<file path="config.mk">
export PLATFORM = sky130hd
export DESIGN_NAME = bmc_error_status_bank
export DESIGN_NICKNAME = d
export VERILOG_FILES = /design/src/hw/status_bank_pkg.sv /design/src/hw/bmc_error_status_bank.sv /design/src/hw/sticky_status_reg.sv /design/src/hw/throttle_binner.sv
export SDC_FILE = /design/constraint.sdc
export NUM_CORES = 1
export LEC_CHECK = 0
export ABC_AREA = 1
export ABC_CLOCK_PERIOD_IN_PS = 2100
export BUFFER_PORTS_ARGS = -buffer_cell sky130_fd_sc_hd__buf_2
export CAP_MARGIN = 40
export CORE_ASPECT_RATIO = 0.75
export CORE_MARGIN = 10
export CORE_UTILIZATION = 50
export DETAILED_ROUTE_END_ITERATION = 8
export PLACE_DENSITY = 0.76
export SLEW_MARGIN = 30
export SYNTH_ARGS = -nofsm -noshare
export SYNTH_HDL_FRONTEND = slang
export SYNTH_SLANG_ARGS = --single-unit
export TNS_END_PERCENT = 5
</file>
<file path="constraint.sdc">
create_clock -name clock -period 2.1 [get_ports clock]
set_input_delay 0.21 -clock clock [delete_from_list [all_inputs] [get_ports clock]]
set_output_delay 0.21 -clock clock [all_outputs]
set_load 0.03 [all_outputs]
</file>
<file path="src/hw/status_bank_pkg.sv">
/*
 * Constants for the management error status bank: register offsets,
 * bit positions, sleep-state codes and throttle bin thresholds.
 * Assumes an 8-bit register port and a 9-bit throttle measurement.
 */
package status_bank_pkg;

	// ==========================================================
	// Register offsets
	localparam logic [7:0] OFS_VOLT_LO    = 8'h41;
	localparam logic [7:0] OFS_VOLT_HI    = 8'h42;
	localparam logic [7:0] OFS_DIODE_FUSE = 8'h43;
	localparam logic [7:0] OFS_CPU1_THR   = 8'h44;
	localparam logic [7:0] STATUS_RESET   = 8'h00;
	localparam logic [7:0] UNMAPPED_READ  = 8'h00;

	// ==========================================================
	// Bit positions in the diode, fuse and core-voltage register
	localparam int BIT_D1B   = 0;
	localparam int BIT_D2B   = 1;
	localparam int BIT_FUSEA = 2;
	localparam int BIT_FUSEB = 3;
	localparam int BIT_VC1   = 4;
	localparam int BIT_VC2   = 5;
	localparam int BIT_D1A   = 6;
	localparam int BIT_D2A   = 7;

	// Bit position of the over-limit flag in the throttle register
	localparam int BIT_OVER_LIMIT = 7;

	// ==========================================================
	// Sleep-state codes
	typedef enum logic [1:0] {
		SLEEP_S0  = 2'b00,
		SLEEP_S1  = 2'b01,
		SLEEP_S3  = 2'b10,
		SLEEP_S45 = 2'b11
	} sleep_state_t;

	// ==========================================================
	// Throttle scale: full throttle reads as this count
	localparam int          THR_W     = 9;
	localparam logic [8:0]  THR_FULL  = 9'h100;
	localparam logic [8:0]  THR_12P5  = 9'h020;
	localparam logic [8:0]  THR_25    = 9'h040;
	localparam logic [8:0]  THR_50    = 9'h080;
	localparam logic [8:0]  THR_75    = 9'h0C0;
	localparam logic [8:0]  THR_ZERO  = 9'h000;

endpackage : status_bank_pkg

</file>
<file path="src/hw/bmc_error_status_bank.sv">
/*
 * Management error status bank: four sticky 8-bit fault registers,
 * sleep masking, read/write-one clearing, summary flag and alert.
 * Assumes fault inputs come from same-clock logic, except the two
 * low-active fuse pins, which are synchronised here.
 */
`timescale 1ns/10ps
`default_nettype none

// How it works
// RULE_01: Inputs 1-8 window faults, masked S3/S4-5
// RULE_02: Inputs 9-16 faults, per-bit sleep masks
// RULE_03: Diode b-channel faults, optional sleep mask
// RULE_04: Diode a-channel faults, optional sleep mask
// RULE_05: Fuse pins flagged only in legacy mode
// RULE_06: Processor-1 core voltage mismatch sets bit 4
// RULE_07: Processor-2 core voltage mismatch sets bit 5
// RULE_08: Only over-limit throttle bit feeds summary
// RULE_09: Throttle any, six bins, over-limit bit
// RULE_10: Reset to zero, written zeros change nothing
// RULE_11: Summary flag from status bits, gated alert
// RULE_12: Sticky; live unmasked fault blocks clearing
// RULE_13: Special mode also clears on read
// RULE_14: Sleep state and optional masks steer masking
module bmc_error_status_bank
	import status_bank_pkg::*;
(
	// Clock, reset, enable
	input  wire logic             clock,
	input  wire logic             reset_n,
	input  wire logic             ce,
	// Register port
	input  wire logic [7:0]       reg_addr,
	input  wire logic             reg_wr,
	input  wire logic             reg_rd,
	input  wire logic [7:0]       reg_wdata,
	output logic      [7:0]       reg_rdata,
	// Mode and sleep controls
	input  wire logic             asf_mode,
	input  wire logic             alert_enable,
	input  wire logic             legacy_regulator_mode,
	input  wire logic [1:0]       sleep_state,
	input  wire logic [2:0]       hi_opt_mask_s3,
	input  wire logic [2:0]       hi_opt_mask_s45,
	input  wire logic [3:0]       diode_opt_mask_s3,
	input  wire logic [3:0]       diode_opt_mask_s45,
	// Fault sources
	input  wire logic [15:0]      window_fault,
	input  wire logic             diode1_chan_b_fault,
	input  wire logic             diode2_chan_b_fault,
	input  wire logic             diode1_chan_a_fault,
	input  wire logic             diode2_chan_a_fault,
	input  wire logic             fuse_monitor_in_a_n,
	input  wire logic             fuse_monitor_in_b_n,
	input  wire logic             cpu1_vcore_mismatch,
	input  wire logic             cpu2_vcore_mismatch,
	// Throttle measurement
	input  wire logic             throttle_valid,
	input  wire logic [THR_W-1:0] throttle_meas,
	input  wire logic [THR_W-1:0] throttle_user_limit,
	// Summary outputs
	output logic                  mgmt_error_summary,
	output logic                  alert_n
);

	// ==========================================================
	// Functions

	// Optional per-state mask
	function automatic logic [3:0] opt_mask(
		input logic [3:0] m_s3,
		input logic [3:0] m_s45,
		input logic       s3,
		input logic       s45
	);
		opt_mask = ({4{s3}} & m_s3) | ({4{s45}} & m_s45);
	endfunction : opt_mask

	// Clear strobes for one register offset
	function automatic logic [7:0] clr_for(
		input logic [7:0] ofs,
		input logic [7:0] addr,
		input logic       wr,
		input logic       rd,
		input logic       asf,
		input logic [7:0] wdata
	);
		clr_for = 8'h00;
		if (addr == ofs) begin
			if (wr) begin
				clr_for = wdata;
			end
			if (rd && asf) begin
				clr_for = 8'hFF;
			end
		end
	endfunction : clr_for

	// ==========================================================
	// State and wires
	typedef struct packed {
		logic [1:0] fuse_s1;
		logic [1:0] fuse_s2;
		logic [7:0] rdata;
		logic       summary;
		logic       alert_n;
	} bank_state_t;

	bank_state_t st_r;
	bank_state_t st_nxt;

	logic       in_s3;
	logic       in_s45;
	logic       deep;
	logic [7:0] mask_lo;
	logic [7:0] mask_hi;
	logic [7:0] mask_df;
	logic [7:0] mask_thr;
	logic [3:0] hi_opt;
	logic [3:0] df_opt;
	logic [7:0] raw_df;
	logic [7:0] evt_lo;
	logic [7:0] evt_hi;
	logic [7:0] evt_df;
	logic [7:0] evt_thr;
	logic [7:0] clr_lo;
	logic [7:0] clr_hi;
	logic [7:0] clr_df;
	logic [7:0] clr_thr;
	logic [7:0] stat_lo;
	logic [7:0] stat_hi;
	logic [7:0] stat_df;
	logic [7:0] stat_thr;
	logic [7:0] bin_evt;
	logic       summary_now;

	// ==========================================================
	// Sleep masking
	assign in_s3  = sleep_state == SLEEP_S3;              // RULE_14
	assign in_s45 = sleep_state == SLEEP_S45;             // RULE_14
	assign deep   = in_s3 | in_s45;

	assign hi_opt = opt_mask({1'b0, hi_opt_mask_s3},
		{1'b0, hi_opt_mask_s45}, in_s3, in_s45);          // RULE_14
	assign df_opt = opt_mask(diode_opt_mask_s3,
		diode_opt_mask_s45, in_s3, in_s45);               // RULE_14

	// Fixed and optional masks per register
	assign mask_lo  = {8{deep}};                          // RULE_01
	assign mask_hi  = {1'b0, deep, hi_opt[2:0],
		{3{deep}}};                                       // RULE_02
	assign mask_df  = {df_opt[3], df_opt[2], {4{deep}},
		df_opt[1], df_opt[0]};                            // RULE_03 RULE_04
	assign mask_thr = {8{deep}};

	// ==========================================================
	// Event sources
	always_comb begin
		raw_df = 8'h00;
		raw_df[BIT_D1B] = diode1_chan_b_fault;            // RULE_03
		raw_df[BIT_D2B] = diode2_chan_b_fault;            // RULE_03
		raw_df[BIT_D1A] = diode1_chan_a_fault;            // RULE_04
		raw_df[BIT_D2A] = diode2_chan_a_fault;            // RULE_04
		raw_df[BIT_FUSEA] = legacy_regulator_mode
			& ~st_r.fuse_s2[0];                           // RULE_05
		raw_df[BIT_FUSEB] = legacy_regulator_mode
			& ~st_r.fuse_s2[1];                           // RULE_05
		raw_df[BIT_VC1] = cpu1_vcore_mismatch;            // RULE_06
		raw_df[BIT_VC2] = cpu2_vcore_mismatch;            // RULE_07
	end

	assign evt_lo  = window_fault[7:0] & ~mask_lo;        // RULE_01
	assign evt_hi  = window_fault[15:8] & ~mask_hi;       // RULE_02
	assign evt_df  = raw_df & ~mask_df;
	assign evt_thr = bin_evt & ~mask_thr;                 // RULE_09

	// ==========================================================
	// Clear decode: writes of one, and reads in the special mode
	assign clr_lo  = clr_for(OFS_VOLT_LO, reg_addr, reg_wr,
		reg_rd, asf_mode, reg_wdata);                     // RULE_13
	assign clr_hi  = clr_for(OFS_VOLT_HI, reg_addr, reg_wr,
		reg_rd, asf_mode, reg_wdata);                     // RULE_13
	assign clr_df  = clr_for(OFS_DIODE_FUSE, reg_addr, reg_wr,
		reg_rd, asf_mode, reg_wdata);                     // RULE_13
	assign clr_thr = clr_for(OFS_CPU1_THR, reg_addr, reg_wr,
		reg_rd, asf_mode, reg_wdata);                     // RULE_13

	// ==========================================================
	// Status registers and throttle bins
	sticky_status_reg #(.W(8)) u_volt_lo ( // RULE_12
		.clock   (clock),
		.reset_n (reset_n),
		.ce      (ce),
		.evt     (evt_lo),
		.clr     (clr_lo),
		.status  (stat_lo)
	);

	sticky_status_reg #(.W(8)) u_volt_hi (
		.clock   (clock),
		.reset_n (reset_n),
		.ce      (ce),
		.evt     (evt_hi),
		.clr     (clr_hi),
		.status  (stat_hi)
	);

	sticky_status_reg #(.W(8)) u_diode_fuse (
		.clock   (clock),
		.reset_n (reset_n),
		.ce      (ce),
		.evt     (evt_df),
		.clr     (clr_df),
		.status  (stat_df)
	);

	sticky_status_reg #(.W(8)) u_cpu1_thr (
		.clock   (clock),
		.reset_n (reset_n),
		.ce      (ce),
		.evt     (evt_thr),
		.clr     (clr_thr),
		.status  (stat_thr)
	);

	throttle_binner u_binner (
		.clock      (clock),
		.reset_n    (reset_n),
		.ce         (ce),
		.meas_valid (throttle_valid),
		.meas       (throttle_meas),
		.user_limit (throttle_user_limit),
		.bin_evt    (bin_evt)
	);

	// ==========================================================
	// Summary excludes the fixed throttle bins
	assign summary_now = (|stat_lo) | (|stat_hi) | (|stat_df)
		| stat_thr[BIT_OVER_LIMIT];                       // RULE_08 RULE_11

	// Next state: sync, read data, summary and alert
	always_comb begin
		st_nxt = st_r;
		if (ce) begin
			st_nxt.fuse_s1 = {fuse_monitor_in_b_n,
				fuse_monitor_in_a_n};
			st_nxt.fuse_s2 = st_r.fuse_s1;
			if (reg_rd) begin
				if (reg_addr == OFS_VOLT_LO) begin
					st_nxt.rdata = stat_lo;
				end else if (reg_addr == OFS_VOLT_HI) begin
					st_nxt.rdata = stat_hi;
				end else if (reg_addr == OFS_DIODE_FUSE) begin
					st_nxt.rdata = stat_df;
				end else if (reg_addr == OFS_CPU1_THR) begin
					st_nxt.rdata = stat_thr;
				end else begin
					st_nxt.rdata = UNMAPPED_READ;
				end
			end
			st_nxt.summary = summary_now;                 // RULE_11
			st_nxt.alert_n = ~(alert_enable & summary_now); // RULE_11
		end
	end

	// State register; zero at reset, except fuse pins idle high and alert_n high
	always_ff @(posedge clock) begin
		if (!reset_n) begin
			st_r <= '{fuse_s1: 2'b11, fuse_s2: 2'b11,
				rdata: STATUS_RESET, summary: 1'b0,
				alert_n: 1'b1};                           // RULE_10
		end else begin
			st_r <= st_nxt;
		end
	end

	assign reg_rdata          = st_r.rdata;
	assign mgmt_error_summary = st_r.summary;
	assign alert_n            = st_r.alert_n;
endmodule : bmc_error_status_bank

`default_nettype wire

</file>
<file path="src/hw/sticky_status_reg.sv">
/*
 * One sticky status register: event bits set, clear bits clear, set
 * wins over clear in the same cycle.
 * Assumes events are already masked and clears already decoded.
 */
`timescale 1ns/10ps
`default_nettype none

module sticky_status_reg
	import status_bank_pkg::*;
#(
	parameter int W = 8
) (
	// Clock, reset, enable
	input  wire logic         clock,
	input  wire logic         reset_n,
	input  wire logic         ce,
	// Set and clear strobes
	input  wire logic [W-1:0] evt,
	input  wire logic [W-1:0] clr,
	// Status bits
	output logic      [W-1:0] status
);

	typedef struct packed {
		logic [W-1:0] bits;
	} sticky_state_t;

	sticky_state_t st_r;
	sticky_state_t st_nxt;

	// ==========================================================
	// Next state: clear first, then set so a live event survives
	always_comb begin
		st_nxt = st_r;
		if (ce) begin
			st_nxt.bits = (st_r.bits & ~clr) | evt;
		end
	end

	// State register
	always_ff @(posedge clock) begin
		if (!reset_n) begin
			st_r <= '{bits: '0};
		end else begin
			st_r <= st_nxt;
		end
	end

	assign status = st_r.bits;

endmodule : sticky_status_reg

`default_nettype wire

</file>
<file path="src/hw/throttle_binner.sv">
/*
 * Sorts each nonzero throttle measurement into range bins and flags levels
 * above the user limit; one-cycle event pulses, registered.
 * Assumes a same-clock measurement strobe; 256 counts = 100 percent.
 */
`timescale 1ns/10ps
`default_nettype none

module throttle_binner
	import status_bank_pkg::*;
(
	// Clock, reset, enable
	input  wire logic             clock,
	input  wire logic             reset_n,
	input  wire logic             ce,
	// Measurement
	input  wire logic             meas_valid,
	input  wire logic [THR_W-1:0] meas,
	input  wire logic [THR_W-1:0] user_limit,
	// Bin events
	output logic      [7:0]       bin_evt
);

	typedef struct packed {
		logic [7:0] evt;
	} bin_state_t;

	bin_state_t st_r;
	bin_state_t st_nxt;

	// ==========================================================
	// Bin decode of one measurement
	always_comb begin
		st_nxt = st_r;
		if (ce) begin
			st_nxt.evt = 8'h00;
			if (meas_valid && meas != THR_ZERO) begin
				st_nxt.evt[0] = 1'b1;
				st_nxt.evt[1] = meas < THR_12P5;
				st_nxt.evt[2] = meas >= THR_12P5 && meas < THR_25;
				st_nxt.evt[3] = meas >= THR_25 && meas < THR_50;
				st_nxt.evt[4] = meas >= THR_50 && meas < THR_75;
				st_nxt.evt[5] = meas >= THR_75 && meas < THR_FULL;
				st_nxt.evt[6] = meas >= THR_FULL;
				st_nxt.evt[BIT_OVER_LIMIT] = meas > user_limit;
			end
		end
	end

	// State register
	always_ff @(posedge clock) begin
		if (!reset_n) begin
			st_r <= '{evt: 8'h00};
		end else begin
			st_r <= st_nxt;
		end
	end

	assign bin_evt = st_r.evt;

endmodule : throttle_binner

`default_nettype wire

</file>
==> metrics.yaml, run 1 <==
grt_overflow_total: 0
syn-num-nets: 563
status: "complete, no violations"
layout_min_cycle_time_ns: 1.325
cts_sinks: 54
final_hold_viol_count: 0
routed_wl_um: 9519
h-tree-depth: 2
hp-start: "fuse_monitor_in_b_n"
max_slew_margin_pct: 62.02
fin_crit_sh_pct: 63.10
io_pins: 93
startpoint_type: "primary input"
async_flop_share_pct: 0
power_frac_clock_pct: 33.5
synth_area_leaders: "dfxtp_1 35%, nand2_1 18%, a21oi_1 7.5%, o21ai_0 6.6%, inv_1 6.0%"
synth_seq_area_share_pct: 34.60
yosys.area.top_type_share_pct: 34.60
cts_made_buffers: 5
drc: 0
antennaDiodeCount: 0
clock_latency_ns: 0.32
rsz0062_at_grt: "false"
slew_violations: 0
post_cts_resized: 0
yosys_warnings: 0
synth_edf_count: 0
yosys.cell_types.count: 27
skew_ns: 0.009547
via_per_inst: 5.278
combPwrFrac_pct: 16.5
finalSetupTns_ns: 0
dieArea_mm2: 0.009843
max_freq_ghz: 0.7546
hold_path_class: "in2reg"
fp.dieW_um: 111.3
num_vias: 3309
ctsRootBufferMaster: "clkbuf_8"
switching_share_pct: 28.42
antenna_found_initial: 0
core_area_mm2: 0.005946
fin_hold_ws_ns: 0.1055
hpwl_um: 7576
yosys.area.top_type: "dfxtp_1"
drt_iter0_markers: 260
switchingPower_mw: 0.6212
syn_area_mm2: 0.003124
cts.clk_slew.worst_paths_ns: 0.10
cp.required_ns: 2.29
grt_max_degree: 49
grt_first_pass_wirelength_um: 15600
worst_pin_slew_ns: 0.5696
rows: 24
fin_nets: 640
initial_utilization_pct: 52.55
cp-startpoint: "reg_addr[7]"
synth_commonest_cells: "150 x nand2_1, 54 x dfxtp_1, 50 x inv_1, 47 x a21oi_1, 41 x o21ai_0"
crit_fanout: 28
firstDrtPassIters: 6
rr_startpoint: "u_volt_lo.status[1]"
yosysMostFrequentCell: "nand2_1"
syn_inst: 471
track_usage_pct: 18.84
worstSetupEndpointType: "flop"
critPathArrivalTime_ns: 1.51
syn2layout_area_growth_pct: 17.14
layout-drive-gt1-share_pct: 22.40
io_buffers: 92
setup_viol: 0
gp_congestion: 0.9796
syn_avg_cell_area_um2: 6.633
grt_pass1_vias: 3213
total_power_mw: 2.186
p_seq_share_pct: 50.0
drv_cap: 0
power_leakage_nw: 1.803
dominantRegCellSynth: "dfxtp_1"
critPathKind: "in2reg"
antenna_left: 0
p_per_area_mw_per_mm2: 597.2
synth_seq_cells: 54
peakVddDrop_mv: 0.3041
cts_tree: "built"
cts_setup_buffers: 0
cts.path.max_buffers: 2
cts_hold_buf: 0
wl_per_cell_um: 15.18
die_y_um: 88.46
p_int_mw: 1.564
power groups by stage:
| stage | Sequential [mW] | Combinational, mW | Clock, mW |
|---|---|---|---|
| 5_1_grt | 1.10 | 0.407 | 0.782 |
| 4_1_cts | 1.09 | 0.358 | 0.744 |
| 3_5_place_dp | 1.11 | 0.356 | 0 |
| 2_1_floorplan | 1.11 | 0.207 | 0 |
| 3_3_place_gp | 1.11 | 0.350 | 0 |
| 6_report | 1.09 | 0.360 | 0.733 |
final timing paths:
kind / to / slack (ns) / cells past startpoint
min: st_r[13] / 0.11 / 3
max: reg_rdata[2] / 0.77 / 9
min reg2reg: u_binner.bin_evt[0] / 0.47 / 2
max reg2reg: alert_n / 0.93 / 7
area by class of cell:
cell class / count / area, µm²
Clock buffer: 5 / 68.82
Tap cell: 78 / 97.59
Timing Repair Buffer: 95 / 483.0
Inverter: 53 / 198.9
Sequential cell: 54 / 1081
Multi-Input combinational cell: 339 / 1683
Fill cell: 579 / 2286
Clock inverter: 3 / 47.55
cells in the final DEF (no fill, tap or decap):
cell,count
inv_1,50
nand2_1,150
nand3b_1,1
inv_6,1
nand3_4,2
nand2_2,2
clkbuf_8,5
inv_2,2
o21ai_1,2
o21ai_0,41
nand2_4,1
ha_1,9
nor2_2,1
clkinv_1,1
buf_2,92
nor3_1,3
nor2_1,22
nand3_1,28
buf_4,3
dfxtp_1,54
nand4_1,17
o21a_1,1
a21oi_1,47
bufinv_16,1
a21oi_2,8
nor2_8,2
nor2_4,2
clkinv_4,1
kinds of logic (layout without fill, tap and decap cells):
family / count (synthesis) / count (layout) / synth area share (%)
adder cells (fa/ha/maj): 9 / 9 / 3.604
buffers and inverters: 78 / 156 / 11.53
flip-flops: 54 / 54 / 34.60
AND/OR/NAND/NOR: 231 / 231 / 33.36
AO/OA/AOI/OAI: 99 / 99 / 16.90
stage by stage:
| step | cells | worst slack, ns | utilization (%) | cell area (µm²) |
|---|---|---|---|---|
| floorplan | 471 | 0.8989 | - | 3124 |
| global placement | 619 | 0.5032 | 59.60 | 3543 |
| detailed placement | 619 | 0.4425 | 59.60 | 3543 |
| CTS | 627 | 0.7838 | 61.55 | 3660 |
| global route | 627 | 0.5715 | 61.55 | 3660 |
| finish | 627 | 0.7748 | 61.55 | 3660 |
layer usage:
layer / vias to the layer above / share of wire [%] / track usage [%]
met3: 9 / 7.9 / 4.327
met5: - / 0 / 0
met1: 1510 / 49 / 26.09
met4: 0 / 0.82 / 4.075
li1: 1670 / - / -
met2: 120 / 42 / 29.21
flip-flops by register name, indices dropped and copies added, names as in the netlist:
register             cells
reg_rdata                8
u_volt_lo.status         8
mgmt_error_summary       1
u_volt_hi.status         8
alert_n                  1
u_binner.bin_evt         8
u_cpu1_thr.status        8
u_diode_fuse.status      8
st_r                     4
worst max-delay path, cell delays in order:
cell and delay [ns]:
buf_2 0.09, inv_1 0.05, nand2_2 0.08, nor2_8 0.34
nand3_4 0.29, o21ai_0 0.26, inv_1 0.06, nand2_1 0.08
a21oi_2 0.05
(Power assumes the default switching activity.)
==> inputs of run 2 (changes only) <==
Settings changed: ABC_CLOCK_PERIOD_IN_PS 2100 to 1300.
Clock period 2.1 ns to 1.3 ns, I/O delays scaled along.
==> run 2 against run 1 <==
Net effect: cell count increased by 2.6%; core utilization up 2.5 points; sequential share of layout area fell by 1.2 points; via count is 1.6% higher; worst setup slack worse by 0.65 ns; clock skew is 0.0014 ns lower; critical path depth is 2 lower; sequential power is 61% higher; combinational power increased by 75%; critical endpoint is now alert_n; largest cell class unchanged; largest power group unchanged.
==> metrics.yaml, run 2 (synthesis results as in run 1) <==
gp_congestion: 0.9357  # -4.5%
power_leakage_nw: 1.889  # +4.8%
cts_setup_buffers: 0  # unchanged
max_freq_ghz: 0.8523
ctsRootBufferMaster: "clkbuf_8"
worst_pin_slew_ns: 0.3194  # -0.2502 ns
drc: 0  # unchanged
mostFrequentLayoutCells: "150 x nand2_1, 92 x buf_2, 54 x dfxtp_1"
grt_pass1_vias: 3240  # +0.84%
rows: 24  # unchanged
cts_made_buffers: 5  # unchanged
fin_nets: 656  # +2.5%
track_usage_pct: 18.77  # -0.072 points
met3_usage_pct: 5.815  # +1.5 points
num_vias: 3363  # +1.6%
rsz0062_at_grt: "false"
initial_utilization_pct: 52.55  # unchanged
worstSetupEndpointType: "flop"
grt_overflow_total: 0  # unchanged
fin_crit_sh_pct: 90.26
clock_latency_ns: 0.31  # about the same
antenna_left: 0  # unchanged
slew_violations: 0  # unchanged
routed_wl_um: 9559  # +0.42%
hpwl_um: 7641  # +0.86%
use_met2_pct: 29.10  # -0.11 points
p_per_area_mw_per_mm2: 926.6  # +55%
io_buffers: 92  # unchanged
critPathKind: "reg2reg"
use_met1_pct: 25.40  # -0.70 points
core_area_mm2: 0.005946  # unchanged
dieArea_mm2: 0.009843  # unchanged
drv_cap: 0  # unchanged
startpoint_type: "flop"
skew_ns: 0.008182  # -0.001364 ns
antennaDiodeCount: 0  # unchanged
drt_iter0_markers: 228  # -12%
hold_path_class: "in2reg"
wl_per_cell_um: 14.87  # -2.1%
status: "complete, no violations"
syn2layout_area_growth_pct: 21.99
grt_first_pass_wirelength_um: 15570  # -0.22%
final_hold_viol_count: 0  # unchanged
post_cts_resized: 0  # unchanged
peakVddDrop_mv: 0.5890  # +94%
layout_min_cycle_time_ns: 1.173
io_pins: 93  # unchanged
finalSetupTns_ns: 0  # unchanged
crit_fanout: 2  # -93%
total_power_mw: 3.532  # +62%
layout_commonest_cell: "nand2_1"
die_y_um: 88.46  # unchanged
antenna_found_initial: 0  # unchanged
grt_max_degree: 49  # unchanged
setup_viol: 0  # unchanged
cts.path.max_buffers: 2  # unchanged
layout-drive-gt1-share_pct: 24.42  # +2.0 points
via_per_inst: 5.230  # -0.90%
cts_hold_buf: 0  # unchanged
critPathArrivalTime_ns: 1.43  # -0.08 ns
firstDrtPassIters: 5  # -1
max_slew_margin_pct: 78.71  # +17 points
busiest_layer: "met2"
fp.dieW_um: 111.3  # unchanged
cts.clk_slew.worst_paths_ns: 0.10  # about the same
cts_tree: "built"
cts_sinks: 54  # unchanged
finish.utilization_pct: 64.10  # +2.5 points
cp.required_ns: 1.56  # -0.73 ns
h-tree-depth: 2  # unchanged
==> run 2: changes by cell type in the layout (fill, tap and decap cells not counted), sizes merged <==
cell and change:
clkinv -1, clkbuf +1, clkinvlp +1, buf +16, inv -1
==> run 2: cell type report <==
| type | count | area, µm² |
|---|---|---|
| fill | 584 | 2135 |
| timing repair buffer | 111 | 640.6 |
| sequential | 54 | 1081 |
| clock inverter | 2 | 37.54 |
| inverter | 53 | 198.9 |
| tap | 78 | 97.59 |
| clock buffer | 6 | 72.57 |
| multi-input combinational | 339 | 1683 |
==> run 2: path summary, 6_finish.rpt <==
kind | slack (ns) | startpoint | to | depth (start not counted)
hold reg to reg | 0.47 | st_r[13] | st_r[13] | 2
hold / removal | 0.02 | fuse_monitor_in_b_n | st_r[13] | 3
setup / recovery | 0.13 | u_diode_fuse.status[2] | alert_n | 7
setup reg to reg | 0.13 | u_diode_fuse.status[2] | alert_n | 7
==> run 2: report_power, final <==
group | total (mW) | internal, mW | switching, mW
clock network | 1.14 | 0.576 | 0.566
registers | 1.76 | 1.72 | 0.0425
logic | 0.629 | 0.261 | 0.369
==> run 2: layer usage <==
metal / wire length [µm] / vias to the layer above
met5: 0 / -
met4: 71 / 0
met3: 947 / 11
met2: 4068 / 162
met1: 4472 / 1487
li1: - / 1703
==> run 2: critical path: stages (launching register included) <==
cell	delay (ns)
dfxtp_1	0.32
nor2_1	0.14
nand4_1	0.13
nor2_1	0.16
nand3_1	0.17
nand2_1	0.09
nand2_1	0.05
nand3_1	0.07
==> run 2: metrics by stage <==
| stage | cell area [µm²] | hold slack, ns | setup WS (ns) | instances |
|---|---|---|---|---|
| final | 3811 | 0.02480 | 0.1266 | 643 |
| after global placement | 3701 | 0.3418 | -0.01621 | 635 |
| after global routing | 3811 | 0.02938 | 0.01606 | 643 |
| after CTS | 3811 | 0.02529 | 0.1190 | 643 |
| after detailed placement | 3701 | 0.3479 | -0.03687 | 635 |
| after floorplan | 3124 | 0.2141 | 0.1789 | 471 |
==> inputs of run 3 (changes only) <==
Settings changed: CORE_ASPECT_RATIO 0.75 to default.
==> run 3 against run 2 <==
Net effect: non-clock buffer count down 8; register-to-register slack better by 0.09 ns; via count down 2.1%; largest cell class unchanged; die area down 0.33%; fmax up 8.2%; sequential power about the same; clock power down 11%; cell count down 1.7%; sequential cell count unchanged; routed wire length down 7.1%; clock skew down 0.0039 ns.
==> metrics.yaml, run 3 (synthesis results as in run 1) <==
firstDrtPassIters: 4  # -1
io_pins: 93  # unchanged
layout_commonest_cell: "nand2_1"
core_area_mm2: 0.005991  # +0.76%
setup_ws_ns: 0.2154  # +0.08873 ns
final_cells: 632  # -1.7%
die_y_um: 99.05  # +12%
rr_startpoint: "u_volt_lo.status[0]"
antenna_found_initial: 0  # unchanged
syn2layout_area_growth_pct: 18.82
clock_latency_ns: 0.31  # about the same
multiInputGateArea_mm2: 0.001683  # unchanged
via_per_inst: 5.210  # -0.38%
finalSetupTns_ns: 0  # unchanged
fin_nets: 648  # -1.2%
cts_sinks: 54  # unchanged
ff2ff_path_depth: 7  # unchanged
antenna_left: 0  # unchanged
regToRegEndpoint: "alert_n"
grt_pass1_vias: 3347  # +3.3%
fin_crit_sh_pct: 83.43  # -6.8 points
skew_ns: 0.004264  # -0.003918 ns
hold_path_class: "in2reg"
seqCellArea_mm2: 0.001081  # unchanged
power_leakage_nw: 1.840  # -2.6%
track_usage_pct: 17.69  # -1.1 points
fp.dieW_um: 99.05  # -11%
io_buffers: 92  # unchanged
hpwl_um: 7114  # -6.9%
critPathArrivalTime_ns: 1.34  # -0.09 ns
antennaDiodeCount: 0  # unchanged
h-tree-depth: 2  # unchanged
drc: 0  # unchanged
cts_made_buffers: 5  # unchanged
drv_cap: 0  # unchanged
status: "complete, no violations"
fin_hold_ws_ns: 0.03316  # +0.008357 ns
post-place-cells: 624  # -1.7%
slew_violations: 0  # unchanged
max_freq_ghz: 0.9220  # +8.2%
filler_cell_count: 624  # +6.8%
grt_first_pass_wirelength_um: 14790  # -5.0%
rrSetupSlack_ns: 0.22  # +0.09 ns
rows: 28  # +17%
final_hold_viol_count: 0  # unchanged
crit_end: "alert_n"
post_cts_resized: 0  # unchanged
mostFrequentLayoutCells: "150 x nand2_1, 92 x buf_2, 54 x dfxtp_1"
crit_fanout: 3  # +1
cp-startpoint: "u_volt_lo.status[0]"
pre_cts_slack_ns: -0.08523  # -0.04836 ns
routed_wl_um: 8878  # -7.1%
ctsRootBufferMaster: "clkbuf_8"
cts_setup_buffers: 0  # unchanged
grt_max_degree: 41  # -16%
worstSetupEndpointType: "flop"
max_slew_margin_pct: 69.22  # -9.5 points
num_vias: 3293  # -2.1%
cts.path.max_buffers: 2  # unchanged
cp.required_ns: 1.55  # about the same
dieArea_mm2: 0.009810  # -0.33%
wl_per_cell_um: 14.05  # -5.5%
cts.clk_slew.worst_paths_ns: 0.10  # about the same
layout_min_cycle_time_ns: 1.085  # -0.08873 ns
grt_overflow_total: 0  # unchanged
startpoint_type: "flop"
setup_viol: 0  # unchanged
critPathKind: "reg2reg"
peakVddDrop_mv: 0.6863  # +17%
p_per_area_mw_per_mm2: 904.2  # -2.4%
cts_hold_buf: 0  # unchanged
gp_congestion: 0.9445  # +0.94%
layout-drive-gt1-share_pct: 23.52  # -0.91 points
worst_pin_slew_ns: 0.4617  # +0.1423 ns
initial_utilization_pct: 52.15  # -0.40 points
drt_iter0_markers: 186  # -18%
cts_tree: "built"
finish.utilization_pct: 61.97  # -2.1 points
rsz0062_at_grt: "false"
run 3: worst min path at each step:
stage	from	end	slack, ns	cells past startpoint
floorplan	reset_n	alert_n	0.21	1
global placement	fuse_monitor_in_a_n	st_r[12]	0.35	3
detailed placement	fuse_monitor_in_b_n	st_r[13]	0.36	3
CTS	fuse_monitor_in_b_n	st_r[13]	0.03	3
global route	reset_n	st_r[13]	0.05	2
finish	fuse_monitor_in_b_n	st_r[13]	0.03	3
run 3: where the power goes:
part           leakage (nW)  switching, mW  internal [mW]
Combinational          1.35          0.343          0.240
Sequential            0.441         0.0431           1.72
Clock                0.0514          0.573          0.440
run 3: layout make-up:
| class | instances | area share (%) |
|---|---|---|
| multi-input cells | 339 | 45.33 |
| flip-flops and latches | 54 | 29.12 |
| repair buffers | 103 | 14.96 |
| inverters | 53 | 5.359 |
| well taps | 75 | 2.528 |
| clock buffers | 6 | 2.224 |
| clock inverters | 2 | 0.4719 |
run 3: layer usage:
metal	track usage [%]	up-vias	routed length, µm
met5	0	-	0
met4	5.733	0	184
met3	4.260	19	589
met2	32.62	86	4590
met1	19.20	1494	3513
li1	-	1694	-
run 3: worst max-delay path, cell delays in order, from the launching register on:
cell and delay, ns:
dfxtp_1 0.33, nor3_1 0.19, nand3_1 0.09, nor2_1 0.10, nand3_1 0.13, nand2_1 0.09
nand2_1 0.04, nand3_1 0.06
run 3: through the flow:
stage | instance area, µm² | power [mW]
final | 3712 | 3.357
after global routing | 3712 | 3.504
after CTS | 3712 | 3.361
after detailed placement | 3612 | 2.380
after global placement | 3612 | 2.361
after floorplan | 3124 | 2.128
